<file path="src/inc/isf_params.svh">
`ifndef ISF_PARAMS_SVH
`define ISF_PARAMS_SVH
// register byte addresses
`define ISF_ADDR_FLAGS     12'h000
`define ISF_ADDR_CTRL      12'h004
`define ISF_ADDR_STATUS    12'h008
`define ISF_ADDR_IRQ_STAT  12'h00C
`define ISF_ADDR_IRQ_EN    12'h010
`define ISF_ADDR_IRQ_CLR   12'h014
`define ISF_ADDR_THRESH    12'h018
`define ISF_ADDR_ACTUAL    12'h01C
`define ISF_ADDR_SETVAL    12'h020
`define ISF_ADDR_HYST      12'h024
// flag bit positions
`define ISF_B_CHOP_NOP     0
`define ISF_B_CHOP_SWNOP   5
`define ISF_B_DERATE       6
`define ISF_B_UV_NOERR     7
`define ISF_B_HIDE_BBL     8
`define ISF_B_WARN_ERR     10
`define ISF_B_WD_OFF       11
`define ISF_B_RST_AT0      12
`define ISF_B_CHK_CONT     13
// control register bits
`define ISF_C_SW_REL       0
`define ISF_C_SW_SEL       1
`define ISF_C_RST_REQ      2
`define ISF_C_WD_AUTO      3
// reset values and display codes
`define ISF_FLAGS_RST      15'h0000
`define ISF_DISP_NOP       8'h00
`define ISF_DISP_RUN       8'h01
`define ISF_DISP_UV        8'h02
`define ISF_DISP_SEARCH    8'h4A
`define ISF_DISP_BBL       8'h4C
`define ISF_DISP_ERR       8'h10
// base-block time and interrupt width
`define ISF_BB_TIME_US     500
`define ISF_CLK_MHZ        20
`define ISF_IRQ_W          3
`endif

</file>
<file path="src/inc/isf_pkg.sv">
package isf_pkg;
   typedef enum logic [1:0] {ISF_ST_NOP, ISF_ST_RUN, ISF_ST_BBLOCK, ISF_ST_ERROR} isf_state_e;
   typedef struct packed {
      logic uv;
      logic warn;
      logic fault;
      logic wd_bus;
      logic wd_time;
      logic dir_ok;
      logic search;
   } isf_cond_s;
   typedef struct packed {
      logic error_bit;
      logic equal_bit;
      logic wd_active;
      logic sw_freq_rated;
      logic chopper_ok;
   } isf_stat_s;
endpackage
</file>
<file path="src/core/isf_core.sv">
// Our own choices: the address map and register access over APB.
`timescale 1ns/1ps
`include "isf_params.svh"
// Functional notes
// bit 5 with software release permits chopper in no-operation state
// open hardware release switches chopper off immediately
// bit 6 limits switching frequency to rated value
// bit 7 hides undervoltage error without direction or release
// bit 8 hides base-block state, shows the underlying cause
// error reset refused until base-block time expired
// bit 10 makes warnings set error bit and error condition
// bit 11 lets release-disable input disable both watchdogs
// bit 12 resets only while actual value below hysteresis
// bit 13 runs equality check continuously, even modulation off
// equality result feeds status, timer conditions and condition 20
// chopper off while modulation off unless a state flag enables
// permitted chopper turns on above DC-link threshold
// release-disable input leaves only hardware release effective
// disabled watchdogs with auto-restart clear the watchdog fault
// bus controller should enable both watchdogs
// bit 0 also permits chopper in no-operation state
// reserved bits stored and read back without effect
module isf_core
   import isf_pkg::*;
#(
   parameter int VAL_W   = 16,
   parameter int BB_CYC  = `ISF_BB_TIME_US * `ISF_CLK_MHZ
) (
   // clock and reset
   input  wire logic              pclk,
   input  wire logic              presetn,
   input  wire logic              clk_en,
   // apb slave
   input  wire logic              psel,
   input  wire logic              penable,
   input  wire logic              pwrite,
   input  wire logic [11:0]       paddr,
   input  wire logic [31:0]       pwdata,
   output logic                   pready,
   output logic [31:0]            prdata,
   output logic                   pslverr,
   // drive inputs
   input  wire logic              hardware_release_input,
   input  wire logic              release_disable_input,
   input  wire isf_cond_s         cond,
   input  wire logic              modulation_on,
   input  wire logic              sw_freq_above_rated,
   input  wire logic [VAL_W-1:0]  dc_link_voltage,
   // drive outputs
   output logic                   brake_chopper_transistor,
   output logic                   switch_freq_limit,
   output logic                   error_condition,
   output logic                   constant_run_condition,
   output logic                   timer_trigger,
   output logic                   watchdog_enable,
   output logic                   effective_release,
   output logic [7:0]             drive_state_display,
   output isf_stat_s              drive_status_word,
   output logic                   irq
);
   localparam int CNT_W = $clog2(BB_CYC + 1);

   logic [14:0]       flags_q, flags_d;
   logic [3:0]        ctrl_q, ctrl_d;
   logic [VAL_W-1:0]  thr_q, thr_d, act_q, act_d, set_q, set_d, hys_q, hys_d;
   logic [`ISF_IRQ_W-1:0] ist_q, ist_d, ien_q, ien_d;
   logic [CNT_W-1:0]  bb_q, bb_d;
   isf_state_e        st_q, st_d;
   logic              ready_q, ready_d, slverr_q, slverr_d;
   logic [31:0]       rdata_q, rdata_d;
   logic              chop_q, chop_d, frq_q, frq_d, err_q, err_d, cr_q, cr_d;
   logic              tmr_q, tmr_d, wd_q, wd_d, rel_q, rel_d, irq_q, irq_d;
   logic [7:0]        disp_q, disp_d;
   isf_stat_s         sw_q, sw_d;
   logic              eq_prev_q, eq_prev_d;

   logic wr, rd, rel_eff, chop_perm, err_now, equal, eq_chk, reset_ok, wd_off, rst_go;
   logic [VAL_W-1:0] act_mag;

   always_comb begin
      wr = psel && penable && pwrite && !ready_q;
      rd = psel && penable && !pwrite && !ready_q;
      // hardware release only
      rel_eff = release_disable_input ? hardware_release_input
              : (hardware_release_input &&
                 (ctrl_q[`ISF_C_SW_SEL] ? ctrl_q[`ISF_C_SW_REL] : 1'b1));
      // watchdogs off by input
      wd_off = flags_q[`ISF_B_WD_OFF] && release_disable_input;
      // undervoltage filter
      err_now = cond.fault
              || (cond.uv && !(flags_q[`ISF_B_UV_NOERR] && (!cond.dir_ok || !rel_eff)))
              // watchdog fault cleared when disabled
              || ((cond.wd_bus || cond.wd_time) && !(wd_off && ctrl_q[`ISF_C_WD_AUTO]))
              // warning counts as error
              || (cond.warn && flags_q[`ISF_B_WARN_ERR]);
      act_mag = act_q[VAL_W-1] ? VAL_W'(-act_q) : act_q;
      equal = (act_q == set_q);
      // continuous equality check
      eq_chk = equal && (flags_q[`ISF_B_CHK_CONT] || (modulation_on && !cond.search));
      // reset near zero only
      reset_ok = !flags_q[`ISF_B_RST_AT0] || (act_mag < hys_q);
      // chopper state permits,
      chop_perm = modulation_on
                || (st_q == ISF_ST_NOP && flags_q[`ISF_B_CHOP_NOP])
                || (st_q == ISF_ST_NOP && flags_q[`ISF_B_CHOP_SWNOP] && ctrl_q[`ISF_C_SW_SEL]);
      rst_go = ctrl_q[`ISF_C_RST_REQ] && reset_ok;
   end

   always_comb begin
      flags_d = flags_q;
      ctrl_d = ctrl_q;
      thr_d = thr_q; act_d = act_q; set_d = set_q; hys_d = hys_q;
      ien_d = ien_q;
      ready_d = psel && penable && !ready_q;
      slverr_d = 1'b0;
      rdata_d = rdata_q;
      if (rst_go || st_q != ISF_ST_ERROR)
         ctrl_d[`ISF_C_RST_REQ] = 1'b0;
      if (wr) begin
         case (paddr)
            // all bits stored
            `ISF_ADDR_FLAGS:   flags_d = pwdata[14:0];
            `ISF_ADDR_CTRL:    ctrl_d = pwdata[3:0];
            `ISF_ADDR_IRQ_EN:  ien_d = pwdata[`ISF_IRQ_W-1:0];
            `ISF_ADDR_IRQ_CLR: ;
            `ISF_ADDR_THRESH:  thr_d = pwdata[VAL_W-1:0];
            `ISF_ADDR_ACTUAL:  act_d = pwdata[VAL_W-1:0];
            `ISF_ADDR_SETVAL:  set_d = pwdata[VAL_W-1:0];
            `ISF_ADDR_HYST:    hys_d = pwdata[VAL_W-1:0];
            default:           slverr_d = 1'b1;
         endcase
      end
      if (rd) begin
         rdata_d = 32'h0000_0000;
         case (paddr)
            `ISF_ADDR_FLAGS:    rdata_d[14:0] = flags_q;
            `ISF_ADDR_CTRL:     rdata_d[3:0] = ctrl_q;
            `ISF_ADDR_STATUS:   rdata_d[4:0] = sw_q;
            `ISF_ADDR_IRQ_STAT: rdata_d[`ISF_IRQ_W-1:0] = ist_q;
            `ISF_ADDR_IRQ_EN:   rdata_d[`ISF_IRQ_W-1:0] = ien_q;
            `ISF_ADDR_THRESH:   rdata_d[VAL_W-1:0] = thr_q;
            `ISF_ADDR_ACTUAL:   rdata_d[VAL_W-1:0] = act_q;
            `ISF_ADDR_SETVAL:   rdata_d[VAL_W-1:0] = set_q;
            `ISF_ADDR_HYST:     rdata_d[VAL_W-1:0] = hys_q;
            default:            slverr_d = 1'b1;
         endcase
      end
   end

   // drive state and base-block timer
   always_comb begin
      st_d = st_q;
      bb_d = (bb_q != '0) ? bb_q - CNT_W'(1) : bb_q;
      case (st_q)
         ISF_ST_NOP: begin
            if (err_now) begin
               st_d = ISF_ST_BBLOCK;
               bb_d = CNT_W'(BB_CYC);
            end else if (modulation_on)
               st_d = ISF_ST_RUN;
         end
         ISF_ST_RUN: begin
            if (err_now) begin
               st_d = ISF_ST_BBLOCK;
               bb_d = CNT_W'(BB_CYC);
            end else if (!modulation_on)
               st_d = ISF_ST_NOP;
         end
         ISF_ST_BBLOCK: begin
            if (bb_q == '0)
               st_d = ISF_ST_ERROR;
         end
         ISF_ST_ERROR: begin
            // reset only after base block
            if (rst_go && !err_now)
               st_d = ISF_ST_NOP;
         end
         default: st_d = ISF_ST_NOP;
      endcase
   end

   // events: error entry, equality rise, chopper on; set wins over clear
   logic [`ISF_IRQ_W-1:0] ev;
   always_comb begin
      ev = {chop_d && !chop_q, eq_chk && !eq_prev_q, err_d && !err_q};
      ist_d = ist_q;
      if (wr && paddr == `ISF_ADDR_IRQ_CLR)
         ist_d = ist_q & ~pwdata[`ISF_IRQ_W-1:0];
      ist_d = ist_d | ev;
      irq_d = |(ist_d & ien_d);
   end

   always_comb begin
      // hardware release kills chopper, threshold
      chop_d = hardware_release_input && chop_perm && (dc_link_voltage > thr_q);
      // limit to rated frequency
      frq_d = flags_q[`ISF_B_DERATE] && sw_freq_above_rated;
      err_d = err_now || st_q == ISF_ST_BBLOCK || st_q == ISF_ST_ERROR;
      // equality outputs
      cr_d = eq_chk;
      tmr_d = eq_chk != eq_prev_q;
      eq_prev_d = eq_chk;
      wd_d = !wd_off;
      rel_d = rel_eff;
      case (st_q)
         ISF_ST_RUN:    disp_d = cond.search ? `ISF_DISP_SEARCH : `ISF_DISP_RUN;
         // hide base block
         ISF_ST_BBLOCK: disp_d = flags_q[`ISF_B_HIDE_BBL] ?
                                 (cond.uv ? `ISF_DISP_UV : `ISF_DISP_ERR) : `ISF_DISP_BBL;
         ISF_ST_ERROR:  disp_d = cond.uv ? `ISF_DISP_UV : `ISF_DISP_ERR;
         default:       disp_d = `ISF_DISP_NOP;
      endcase
      sw_d = '{error_bit: err_d, equal_bit: eq_chk, wd_active: !wd_off,
               sw_freq_rated: frq_d, chopper_ok: chop_perm};
   end

   always_ff @(posedge pclk or negedge presetn) begin
      if (!presetn) begin
         flags_q <= `ISF_FLAGS_RST;
         ctrl_q <= '0;
         thr_q <= '0; act_q <= '0; set_q <= '0; hys_q <= '0;
         ist_q <= '0; ien_q <= '0;
         bb_q <= '0;
         st_q <= ISF_ST_NOP;
         ready_q <= 1'b0; slverr_q <= 1'b0; rdata_q <= '0;
         chop_q <= 1'b0; frq_q <= 1'b0; err_q <= 1'b0; cr_q <= 1'b0;
         tmr_q <= 1'b0; wd_q <= 1'b1; rel_q <= 1'b0; irq_q <= 1'b0;
         disp_q <= `ISF_DISP_NOP;
         sw_q <= '0;
         eq_prev_q <= 1'b0;
      end else if (clk_en) begin
         flags_q <= flags_d;
         ctrl_q <= ctrl_d;
         thr_q <= thr_d; act_q <= act_d; set_q <= set_d; hys_q <= hys_d;
         ist_q <= ist_d; ien_q <= ien_d;
         bb_q <= bb_d;
         st_q <= st_d;
         ready_q <= ready_d; slverr_q <= slverr_d; rdata_q <= rdata_d;
         chop_q <= chop_d; frq_q <= frq_d; err_q <= err_d; cr_q <= cr_d;
         tmr_q <= tmr_d; wd_q <= wd_d; rel_q <= rel_d; irq_q <= irq_d;
         disp_q <= disp_d;
         sw_q <= sw_d;
         eq_prev_q <= eq_prev_d;
      end
   end

   assign pready = ready_q;
   assign prdata = rdata_q;
   assign pslverr = slverr_q;
   assign brake_chopper_transistor = chop_q;
   assign switch_freq_limit = frq_q;
   assign error_condition = err_q;
   assign constant_run_condition = cr_q;
   assign timer_trigger = tmr_q;
   assign watchdog_enable = wd_q;
   assign effective_release = rel_q;
   assign drive_state_display = disp_q;
   assign drive_status_word = sw_q;
   assign irq = irq_q;

   // assertions: most checks gate on clk_en high; a_freeze_state checks clk_en low
   a_chop_hw_off: assert property (@(posedge pclk) disable iff (!presetn)
      clk_en && !hardware_release_input |=> !brake_chopper_transistor)
      else $error("chopper on with release open");
   a_chop_mod_off: assert property (@(posedge pclk) disable iff (!presetn)
      clk_en && !modulation_on && !flags_q[`ISF_B_CHOP_NOP] && !flags_q[`ISF_B_CHOP_SWNOP]
      |=> !brake_chopper_transistor) else $error("chopper on with modulation off");
   a_chop_thresh: assert property (@(posedge pclk) disable iff (!presetn)
      clk_en && hardware_release_input && modulation_on && dc_link_voltage > thr_q
      |=> brake_chopper_transistor) else $error("chopper not on above threshold");
   a_freq_limit: assert property (@(posedge pclk) disable iff (!presetn)
      clk_en && flags_q[`ISF_B_DERATE] && sw_freq_above_rated |=> switch_freq_limit)
      else $error("frequency not limited");
   a_wd_disable: assert property (@(posedge pclk) disable iff (!presetn)
      clk_en && flags_q[`ISF_B_WD_OFF] && release_disable_input |=> !watchdog_enable)
      else $error("watchdog still enabled");
   a_rel_hw_only: assert property (@(posedge pclk) disable iff (!presetn)
      clk_en && release_disable_input |=> effective_release == $past(hardware_release_input))
      else $error("release not from hardware");
   a_bbl_hidden: assert property (@(posedge pclk) disable iff (!presetn)
      clk_en && flags_q[`ISF_B_HIDE_BBL] |=> drive_state_display != `ISF_DISP_BBL)
      else $error("base block displayed");
   a_bb_no_reset: assert property (@(posedge pclk) disable iff (!presetn)
      st_q == ISF_ST_BBLOCK |=> st_q != ISF_ST_NOP)
      else $error("reset during base block");
   a_eq_cont: assert property (@(posedge pclk) disable iff (!presetn)
      clk_en && flags_q[`ISF_B_CHK_CONT] && act_q == set_q |=> constant_run_condition)
      else $error("equality check stopped");
   a_pready_one: assert property (@(posedge pclk) disable iff (!presetn)
      pready |=> !pready) else $error("pready held");
   a_uv_masked: assert property (@(posedge pclk) disable iff (!presetn)
      clk_en && flags_q[`ISF_B_UV_NOERR] && cond.uv && !cond.dir_ok && !cond.fault
      && !cond.warn && !cond.wd_bus && !cond.wd_time
      && (st_q == ISF_ST_NOP || st_q == ISF_ST_RUN) |=> !error_condition)
      else $error("undervoltage counted as error");
   a_warn_error: assert property (@(posedge pclk) disable iff (!presetn)
      clk_en && flags_q[`ISF_B_WARN_ERR] && cond.warn
      |=> error_condition && drive_status_word.error_bit)
      else $error("warning not raised as error");
   a_reset_hyst: assert property (@(posedge pclk) disable iff (!presetn)
      clk_en && st_q == ISF_ST_ERROR && flags_q[`ISF_B_RST_AT0] && !(act_mag < hys_q)
      |=> st_q != ISF_ST_NOP) else $error("reset taken at speed");
   a_wd_autoclear: assert property (@(posedge pclk) disable iff (!presetn)
      clk_en && st_q == ISF_ST_NOP && wd_off && ctrl_q[`ISF_C_WD_AUTO] && !cond.fault
      && !cond.uv && !cond.warn |=> !error_condition)
      else $error("watchdog fault not cleared");
   a_sw_nop_chop: assert property (@(posedge pclk) disable iff (!presetn)
      clk_en && st_q == ISF_ST_NOP && flags_q[`ISF_B_CHOP_SWNOP] && ctrl_q[`ISF_C_SW_SEL]
      && hardware_release_input && dc_link_voltage > thr_q |=> brake_chopper_transistor)
      else $error("chopper blocked in software nop");
   a_nop_chop: assert property (@(posedge pclk) disable iff (!presetn)
      clk_en && st_q == ISF_ST_NOP && flags_q[`ISF_B_CHOP_NOP]
      && hardware_release_input && dc_link_voltage > thr_q |=> brake_chopper_transistor)
      else $error("chopper blocked in nop");
   a_eq_status: assert property (@(posedge pclk) disable iff (!presetn)
      clk_en && flags_q[`ISF_B_CHK_CONT] && act_q == set_q |=> drive_status_word.equal_bit)
      else $error("equality missing in status");
   a_eq_trigger: assert property (@(posedge pclk) disable iff (!presetn)
      clk_en && eq_chk != eq_prev_q |=> timer_trigger)
      else $error("timer trigger missing");
   a_bbl_shown: assert property (@(posedge pclk) disable iff (!presetn)
      clk_en && st_q == ISF_ST_BBLOCK && !flags_q[`ISF_B_HIDE_BBL]
      |=> drive_state_display == `ISF_DISP_BBL) else $error("base block not shown");
   a_bb_hold: assert property (@(posedge pclk) disable iff (!presetn)
      clk_en && st_q == ISF_ST_BBLOCK && bb_q != '0 |=> st_q == ISF_ST_BBLOCK)
      else $error("base block left early");
   a_freeze_state: assert property (@(posedge pclk) disable iff (!presetn)
      !clk_en |=> $stable(st_q) && $stable(flags_q) && $stable(switch_freq_limit))
      else $error("state moved while frozen");
   a_flags_store: assert property (@(posedge pclk) disable iff (!presetn)
      clk_en && psel && penable && pwrite && !pready && paddr == `ISF_ADDR_FLAGS
      |=> flags_q == $past(pwdata[14:0])) else $error("flags not stored");
   a_irq_level: assert property (@(posedge pclk) disable iff (!presetn)
      irq == |(ist_q & ien_q)) else $error("irq level wrong");
   a_slverr_pair: assert property (@(posedge pclk) disable iff (!presetn)
      pslverr |-> pready) else $error("slave error without ready");
   a_derate_off: assert property (@(posedge pclk) disable iff (!presetn)
      clk_en && !flags_q[`ISF_B_DERATE] |=> !switch_freq_limit)
      else $error("frequency limited without flag");
   // covers: hidden base block, equality with modulation off, chopper in no-operation, error reset, irq
   c_bbl_hidden: cover property (@(posedge pclk) disable iff (!presetn)
      st_q == ISF_ST_BBLOCK && flags_q[`ISF_B_HIDE_BBL]);
   c_eq_modoff: cover property (@(posedge pclk) disable iff (!presetn)
      constant_run_condition && !modulation_on);
   c_chop_nop: cover property (@(posedge pclk) disable iff (!presetn)
      st_q == ISF_ST_NOP && brake_chopper_transistor);
   c_err_reset: cover property (@(posedge pclk) disable iff (!presetn)
      st_q == ISF_ST_ERROR ##1 st_q == ISF_ST_NOP);
   c_irq: cover property (@(posedge pclk) disable iff (!presetn) irq);
endmodule

</file>
<file path="config.mk">
export PLATFORM = sky130hd
export DESIGN_NAME = isf_core
export DESIGN_NICKNAME = d
export VERILOG_FILES = /design/src/inc/isf_pkg.sv /design/src/core/isf_core.sv
export VERILOG_INCLUDE_DIRS = /design/src /design/src/inc
export SDC_FILE = /design/constraint.sdc
export NUM_CORES = 1
export LEC_CHECK = 0
export ABC_AREA = 0
export BUFFER_PORTS_ARGS = -buffer_cell sky130_fd_sc_hd__buf_2
export CAP_MARGIN = 10
export CORE_AREA = 2 2 119 121
export CTS_CLUSTER_SIZE = 16
export DETAILED_ROUTE_END_ITERATION = 8
export DIE_AREA = 0 0 121 123
export MAX_ROUTING_LAYER = met4
export PLACE_DENSITY = 0.88
export SYNTH_ARGS = -nofsm -noshare
export SYNTH_HDL_FRONTEND = slang
export SYNTH_SLANG_ARGS = --single-unit
</file>
<file path="constraint.sdc">
create_clock -name pclk -period 9.6 [get_ports pclk]
set_input_delay 0.96 -clock pclk [delete_from_list [all_inputs] [get_ports pclk]]
set_output_delay 0.96 -clock pclk [all_outputs]
set_load 0.01 [all_outputs]
</file>
==> impl_summary.md <==
Min path
The origin of the worst min-delay path is prdata[12]$_DFFE_PN0P_. In this run the worst hold path is classified as reg -> reg. Along the worst hold path, the cell count comes to 2.

Clock tree
The CTS tree is built. Counting the buffers created by CTS gives 17. The number of buffers inserted for hold repair after clock tree synthesis is 0. The number of buffers on the longest clock path is 2. The clock network latency to the later pin of the worst-skew pair is 0.43 ns. Clock tree synthesis found a total of approximately 140 sinks. CTS built an H-tree with a depth of 4. The number of setup buffers added after CTS is 0. In this run the clock root is driven by a sky130_fd_sc_hd__clkbuf_16.

After clock tree synthesis, the clock-pin slew on the worst setup and hold paths is 0.06 ns. In this run, post-CTS repair resized a total of 0 instances.

Synth
The mux contribution to synthesized area is 0.134. The biggest area contributor in the post-synthesis netlist is sky130_fd_sc_hd__dfrtp_1. After synthesis, the largest family of logic cells by area is compound AO/OA/AOI/OAI gates. After synthesis the netlist holds a flip-flop and latch count of approximately 140.

The xor/xnor share of the synthesized area is 0.0429. Of the total synthesized cell area, the portion taken by AND, OR, NAND and NOR gates is 0.128. The share of the synthesized area in compound gates (AO/OA/AOI/OAI) is 0.139. Of the total synthesized cell area, the portion taken by full adders, half adders and majority gates is 0.0535. For this run, the number of Yosys warnings is 0.

The number of flops mapped to enable cells by yosys is 0. The area fraction of the dominant cell type after synthesis is 0.431. The cell area that synthesis handed to floorplanning was 0.00796 mm². The number of cells produced by synthesis is 785. The async set or reset register ratio after synthesis is 1.00. After synthesis, the cell types taking the most area are sky130_fd_sc_hd__dfrtp_1 (43%), sky130_fd_sc_hd__mux2_2 (8.6%), sky130_fd_sc_hd__ha_1 (5.3%), sky130_fd_sc_hd__nand2_1 (3.4%), sky130_fd_sc_hd__xnor2_1 (3.3%). The count of unique library cells instantiated by Yosys is 62. The most frequently used flop master after synthesis is sky130_fd_sc_hd__dfrtp_1. The sequential fraction of the synthesis area is 0.434.

A synthesized cell averages 10.1 µm².

Finish
The fraction of layout cells with a size suffix above 1 is 0.251. The repair_antennas step left the layout with diodes totalling 0. From synthesis to final layout, the design area changed by 14.4%. The number of nets at the end of the flow is 967.

Routing
Dividing the detail-routed wire length by the instance count gives between 20 and 25 µm. The final route contains 6798 vias. Wires add up to 22800 µm.

Once detail routing completed, the nets flagged for antenna violations numbered 0. The via count normalized by instance count is 6.48. The count of unresolved DRC violations after routing is 0. The count of routing violations after the opening detailed-route iteration is 857.

Before antenna repair, the detailed router went through 6 iterations.

Worst setup path
The worst setup path is launched from a flip-flop. At the worst endpoint, the arrival time is 4.33 ns. STA puts the critical path data required time at 9.86 ns. The startpoint identified for the worst register-to-register timing path is act_q[2]$_DFFE_PN0P_. In this run the worst path has a maximum fanout of 8.

The worst setup path is captured at a flip-flop. The register-to-register setup slack is 5.54 ns. The worst setup path is of the reg -> reg kind. Tracing the worst setup path back leads to its startpoint at act_q[2]$_DFFE_PN0P_. The path depth of the worst reg2reg path is 13.

Floorplan
After floorplanning, the core was divided into between 40 and 50 placement rows. The placeable core area is approximately 0.014 mm². The die covers ~0.015 mm². The overall die height is 123 µm.

between 100 and 150 I/O pins were placed. The initial standard-cell utilization of the core is 0.585. The horizontal extent of the die is between 100 and 150 µm.

Placement
The number of buffers added on ports is 97. Routability-driven placement finished with a final weighted congestion of 0.899. The half-perimeter wire length after detailed placement is about 15000 µm.

Global route
The first global-routing pass estimated 36000 µm of wire. The global-route congestion overflow total is 0. The largest net degree at the start of global routing is between 70 and 80. The initial antenna violation count is 0. The overall global routing resource usage is 0.326. The via count of the first global-routing pass is 6607.

Timing
Counting I/O delays and the setup requirement, the final critical path takes 4.06 ns. In the final timing run, aggregate negative setup slack is 0 ns. Of the available clock period, the critical path in the final layout requires 0.423. The clock arrives with 0.0112 ns of skew. The measured slew at the worst slew-check pin is around 1.2 ns. The worst hold margin is between 0.4 and 0.5 ns. The hold violation count in the final report is 0. The number of slew-limit violations in the final report is 0.

Setup repair after global routing left no endpoint under its margin. Setup violations remaining at the end of the flow were counted as 0. The relative slew slack is 0.219. For this run, the top clock speed supported by timing is 246 MHz.

Status
The run finished with clean final reports.

Power
The power density over the cells is 181 mW/mm². The analysis attributes to cell leakage a power of roughly 4.3 nW. The worst-case IR drop observed on VDD is 0.162 mV.

Run
The tool flagged a number of max-cap violations equal to 0.
## state kept, by name, summed over array words and instances (netlist names), 2 cells and up
| register | flops |
|---|---|
| set_q | 16 |
| ien_q | 3 |
| flags_q | 15 |
| act_q | 16 |
| ist_q | 3 |
| hys_q | 16 |
| drive_state_display | 5 |
| prdata | 16 |
| drive_status_word | 4 |
| ctrl_q | 4 |
| bb_q | 14 |
| thr_q | 16 |
| st_q | 2 |
## per-stage QoR
stage / util / std cells / instance area, µm² / total power, mW / worst slack, ns
3_5_place_dp: 0.618 / 1017 / 8410 / 0.861 / 5.28
4_1_cts: 0.669 / 1049 / 9110 / 1.64 / 5.63
6_report: 0.669 / 1049 / 9110 / 1.65 / 5.54
5_1_grt: 0.669 / 1049 / 9110 / 1.70 / 5.39
3_3_place_gp: 0.618 / 1017 / 8410 / 0.853 / 5.35
2_1_floorplan: - / 802 / 8020 / 0.794 / 6.27
## synth_stat cells (all sizes together) (11+ instances only)
library cell    n
ha             34
xnor2          30
o21ai          48
buf            37
inv            47
nand4          14
clkbuf         29
nand3          14
nor3           18
a221oi         14
nor2           38
mux2i          23
mux2           71
a21oi          27
dfrtp         137
o2bb2ai        12
o31ai          11
nand2          73
## final cells by class
class | count | area (µm²)
Clock inverter | 14 | 270
Inverter | 47 | 176
Tap cell | 180 | 225
Clock buffer | 18 | 429
Multi-Input combinational cell | 551 | 4030
Fill cell | 940 | 4500
Timing Repair Buffer | 101 | 522
Sequential cell | 138 | 3450
## logic make-up after synthesis
group                      count (synthesis)
and+or+nand+nor                          200
adders and majority gates                 34
xor gates and xnor gates                  39
other                                      1
muxes                                     94
buffers and inverters                    113
DFF                                      138
AOI/OAI and AO/OA                        166
## worst max-delay path, stage by stage (launching register included)
cell                        delay (ns)
sky130_fd_sc_hd__dfrtp_1          0.52
sky130_fd_sc_hd__or4_1            0.61
sky130_fd_sc_hd__nor3_1           0.32
sky130_fd_sc_hd__nand2_1          0.13
sky130_fd_sc_hd__o31ai_1          0.48
sky130_fd_sc_hd__nand2_1          0.16
sky130_fd_sc_hd__xor2_1           0.18
sky130_fd_sc_hd__ha_1             0.20
sky130_fd_sc_hd__a21o_1           0.16
sky130_fd_sc_hd__a21oi_1          0.14
sky130_fd_sc_hd__nor2b_1          0.07
sky130_fd_sc_hd__a2111o_1         0.40
sky130_fd_sc_hd__o2111ai_1        0.35
sky130_fd_sc_hd__a41oi_1          0.18
## power breakdown
group / internal (mW) / switching (mW) / leakage (nW) / total (mW)
clock: 0.516 / 0.268 / 0.335 / 0.784
sequential: 0.618 / 0.0472 / 1.76 / 0.666
combinational: 0.0784 / 0.117 / 2.25 / 0.196
## routing by layer
layer | vias to the layer above | part of all wire | global-route usage | wire length [µm]
li1 | 2936 | - | - | -
met1 | 3262 | 0.39 | 0.424 | 8870
met2 | 500 | 0.47 | 0.515 | 10700
met3 | 100 | 0.098 | 0.0521 | 2230
met4 | 0 | 0.041 | 0.129 | 942
met5 | - | 0 | - | 0
## cells in the final DEF (no fill, tap or decap), types with 3 or more instances in the layout
cell and count:
sky130_fd_sc_hd__or4_1 5, sky130_fd_sc_hd__o2bb2ai_1 12, sky130_fd_sc_hd__xor2_1 9, sky130_fd_sc_hd__xnor2_1 30, sky130_fd_sc_hd__conb_1 18, sky130_fd_sc_hd__o31ai_1 11, sky130_fd_sc_hd__o211ai_1 4, sky130_fd_sc_hd__a21oi_1 27
sky130_fd_sc_hd__a21o_1 3, sky130_fd_sc_hd__ha_1 34, sky130_fd_sc_hd__inv_1 47, sky130_fd_sc_hd__a31oi_1 8, sky130_fd_sc_hd__nand4_1 14, sky130_fd_sc_hd__clkbuf_16 17, sky130_fd_sc_hd__or3_1 7, sky130_fd_sc_hd__mux2_4 10
sky130_fd_sc_hd__and3_1 6, sky130_fd_sc_hd__nand2_1 73, sky130_fd_sc_hd__o41ai_1 4, sky130_fd_sc_hd__a221oi_1 14, sky130_fd_sc_hd__nor3_2 6, sky130_fd_sc_hd__o21ai_0 48, sky130_fd_sc_hd__buf_4 4, sky130_fd_sc_hd__dfrtp_1 137
sky130_fd_sc_hd__a22oi_1 3, sky130_fd_sc_hd__nor3_1 12, sky130_fd_sc_hd__mux2_2 61, sky130_fd_sc_hd__clkinv_4 5, sky130_fd_sc_hd__nand3_1 14, sky130_fd_sc_hd__o21a_1 7, sky130_fd_sc_hd__mux2i_1 23, sky130_fd_sc_hd__bufinv_16 7
sky130_fd_sc_hd__nor2b_1 5, sky130_fd_sc_hd__buf_2 96, sky130_fd_sc_hd__o22ai_1 8, sky130_fd_sc_hd__nor4_1 7, sky130_fd_sc_hd__nor2_1 38
## path summary, 6_finish.rpt
check / endpoint
setup reg to reg: st_q[1]$_DFFE_PN0P_
setup / recovery: st_q[1]$_DFFE_PN0P_
hold reg to reg: prdata[12]$_DFFE_PN0P_
min in group asynchronous: thr_q[10]$_DFFE_PN0P_
hold / removal: prdata[12]$_DFFE_PN0P_
max in group asynchronous: pslverr$_DFFE_PN0P_
(Power assumes the default switching activity.)
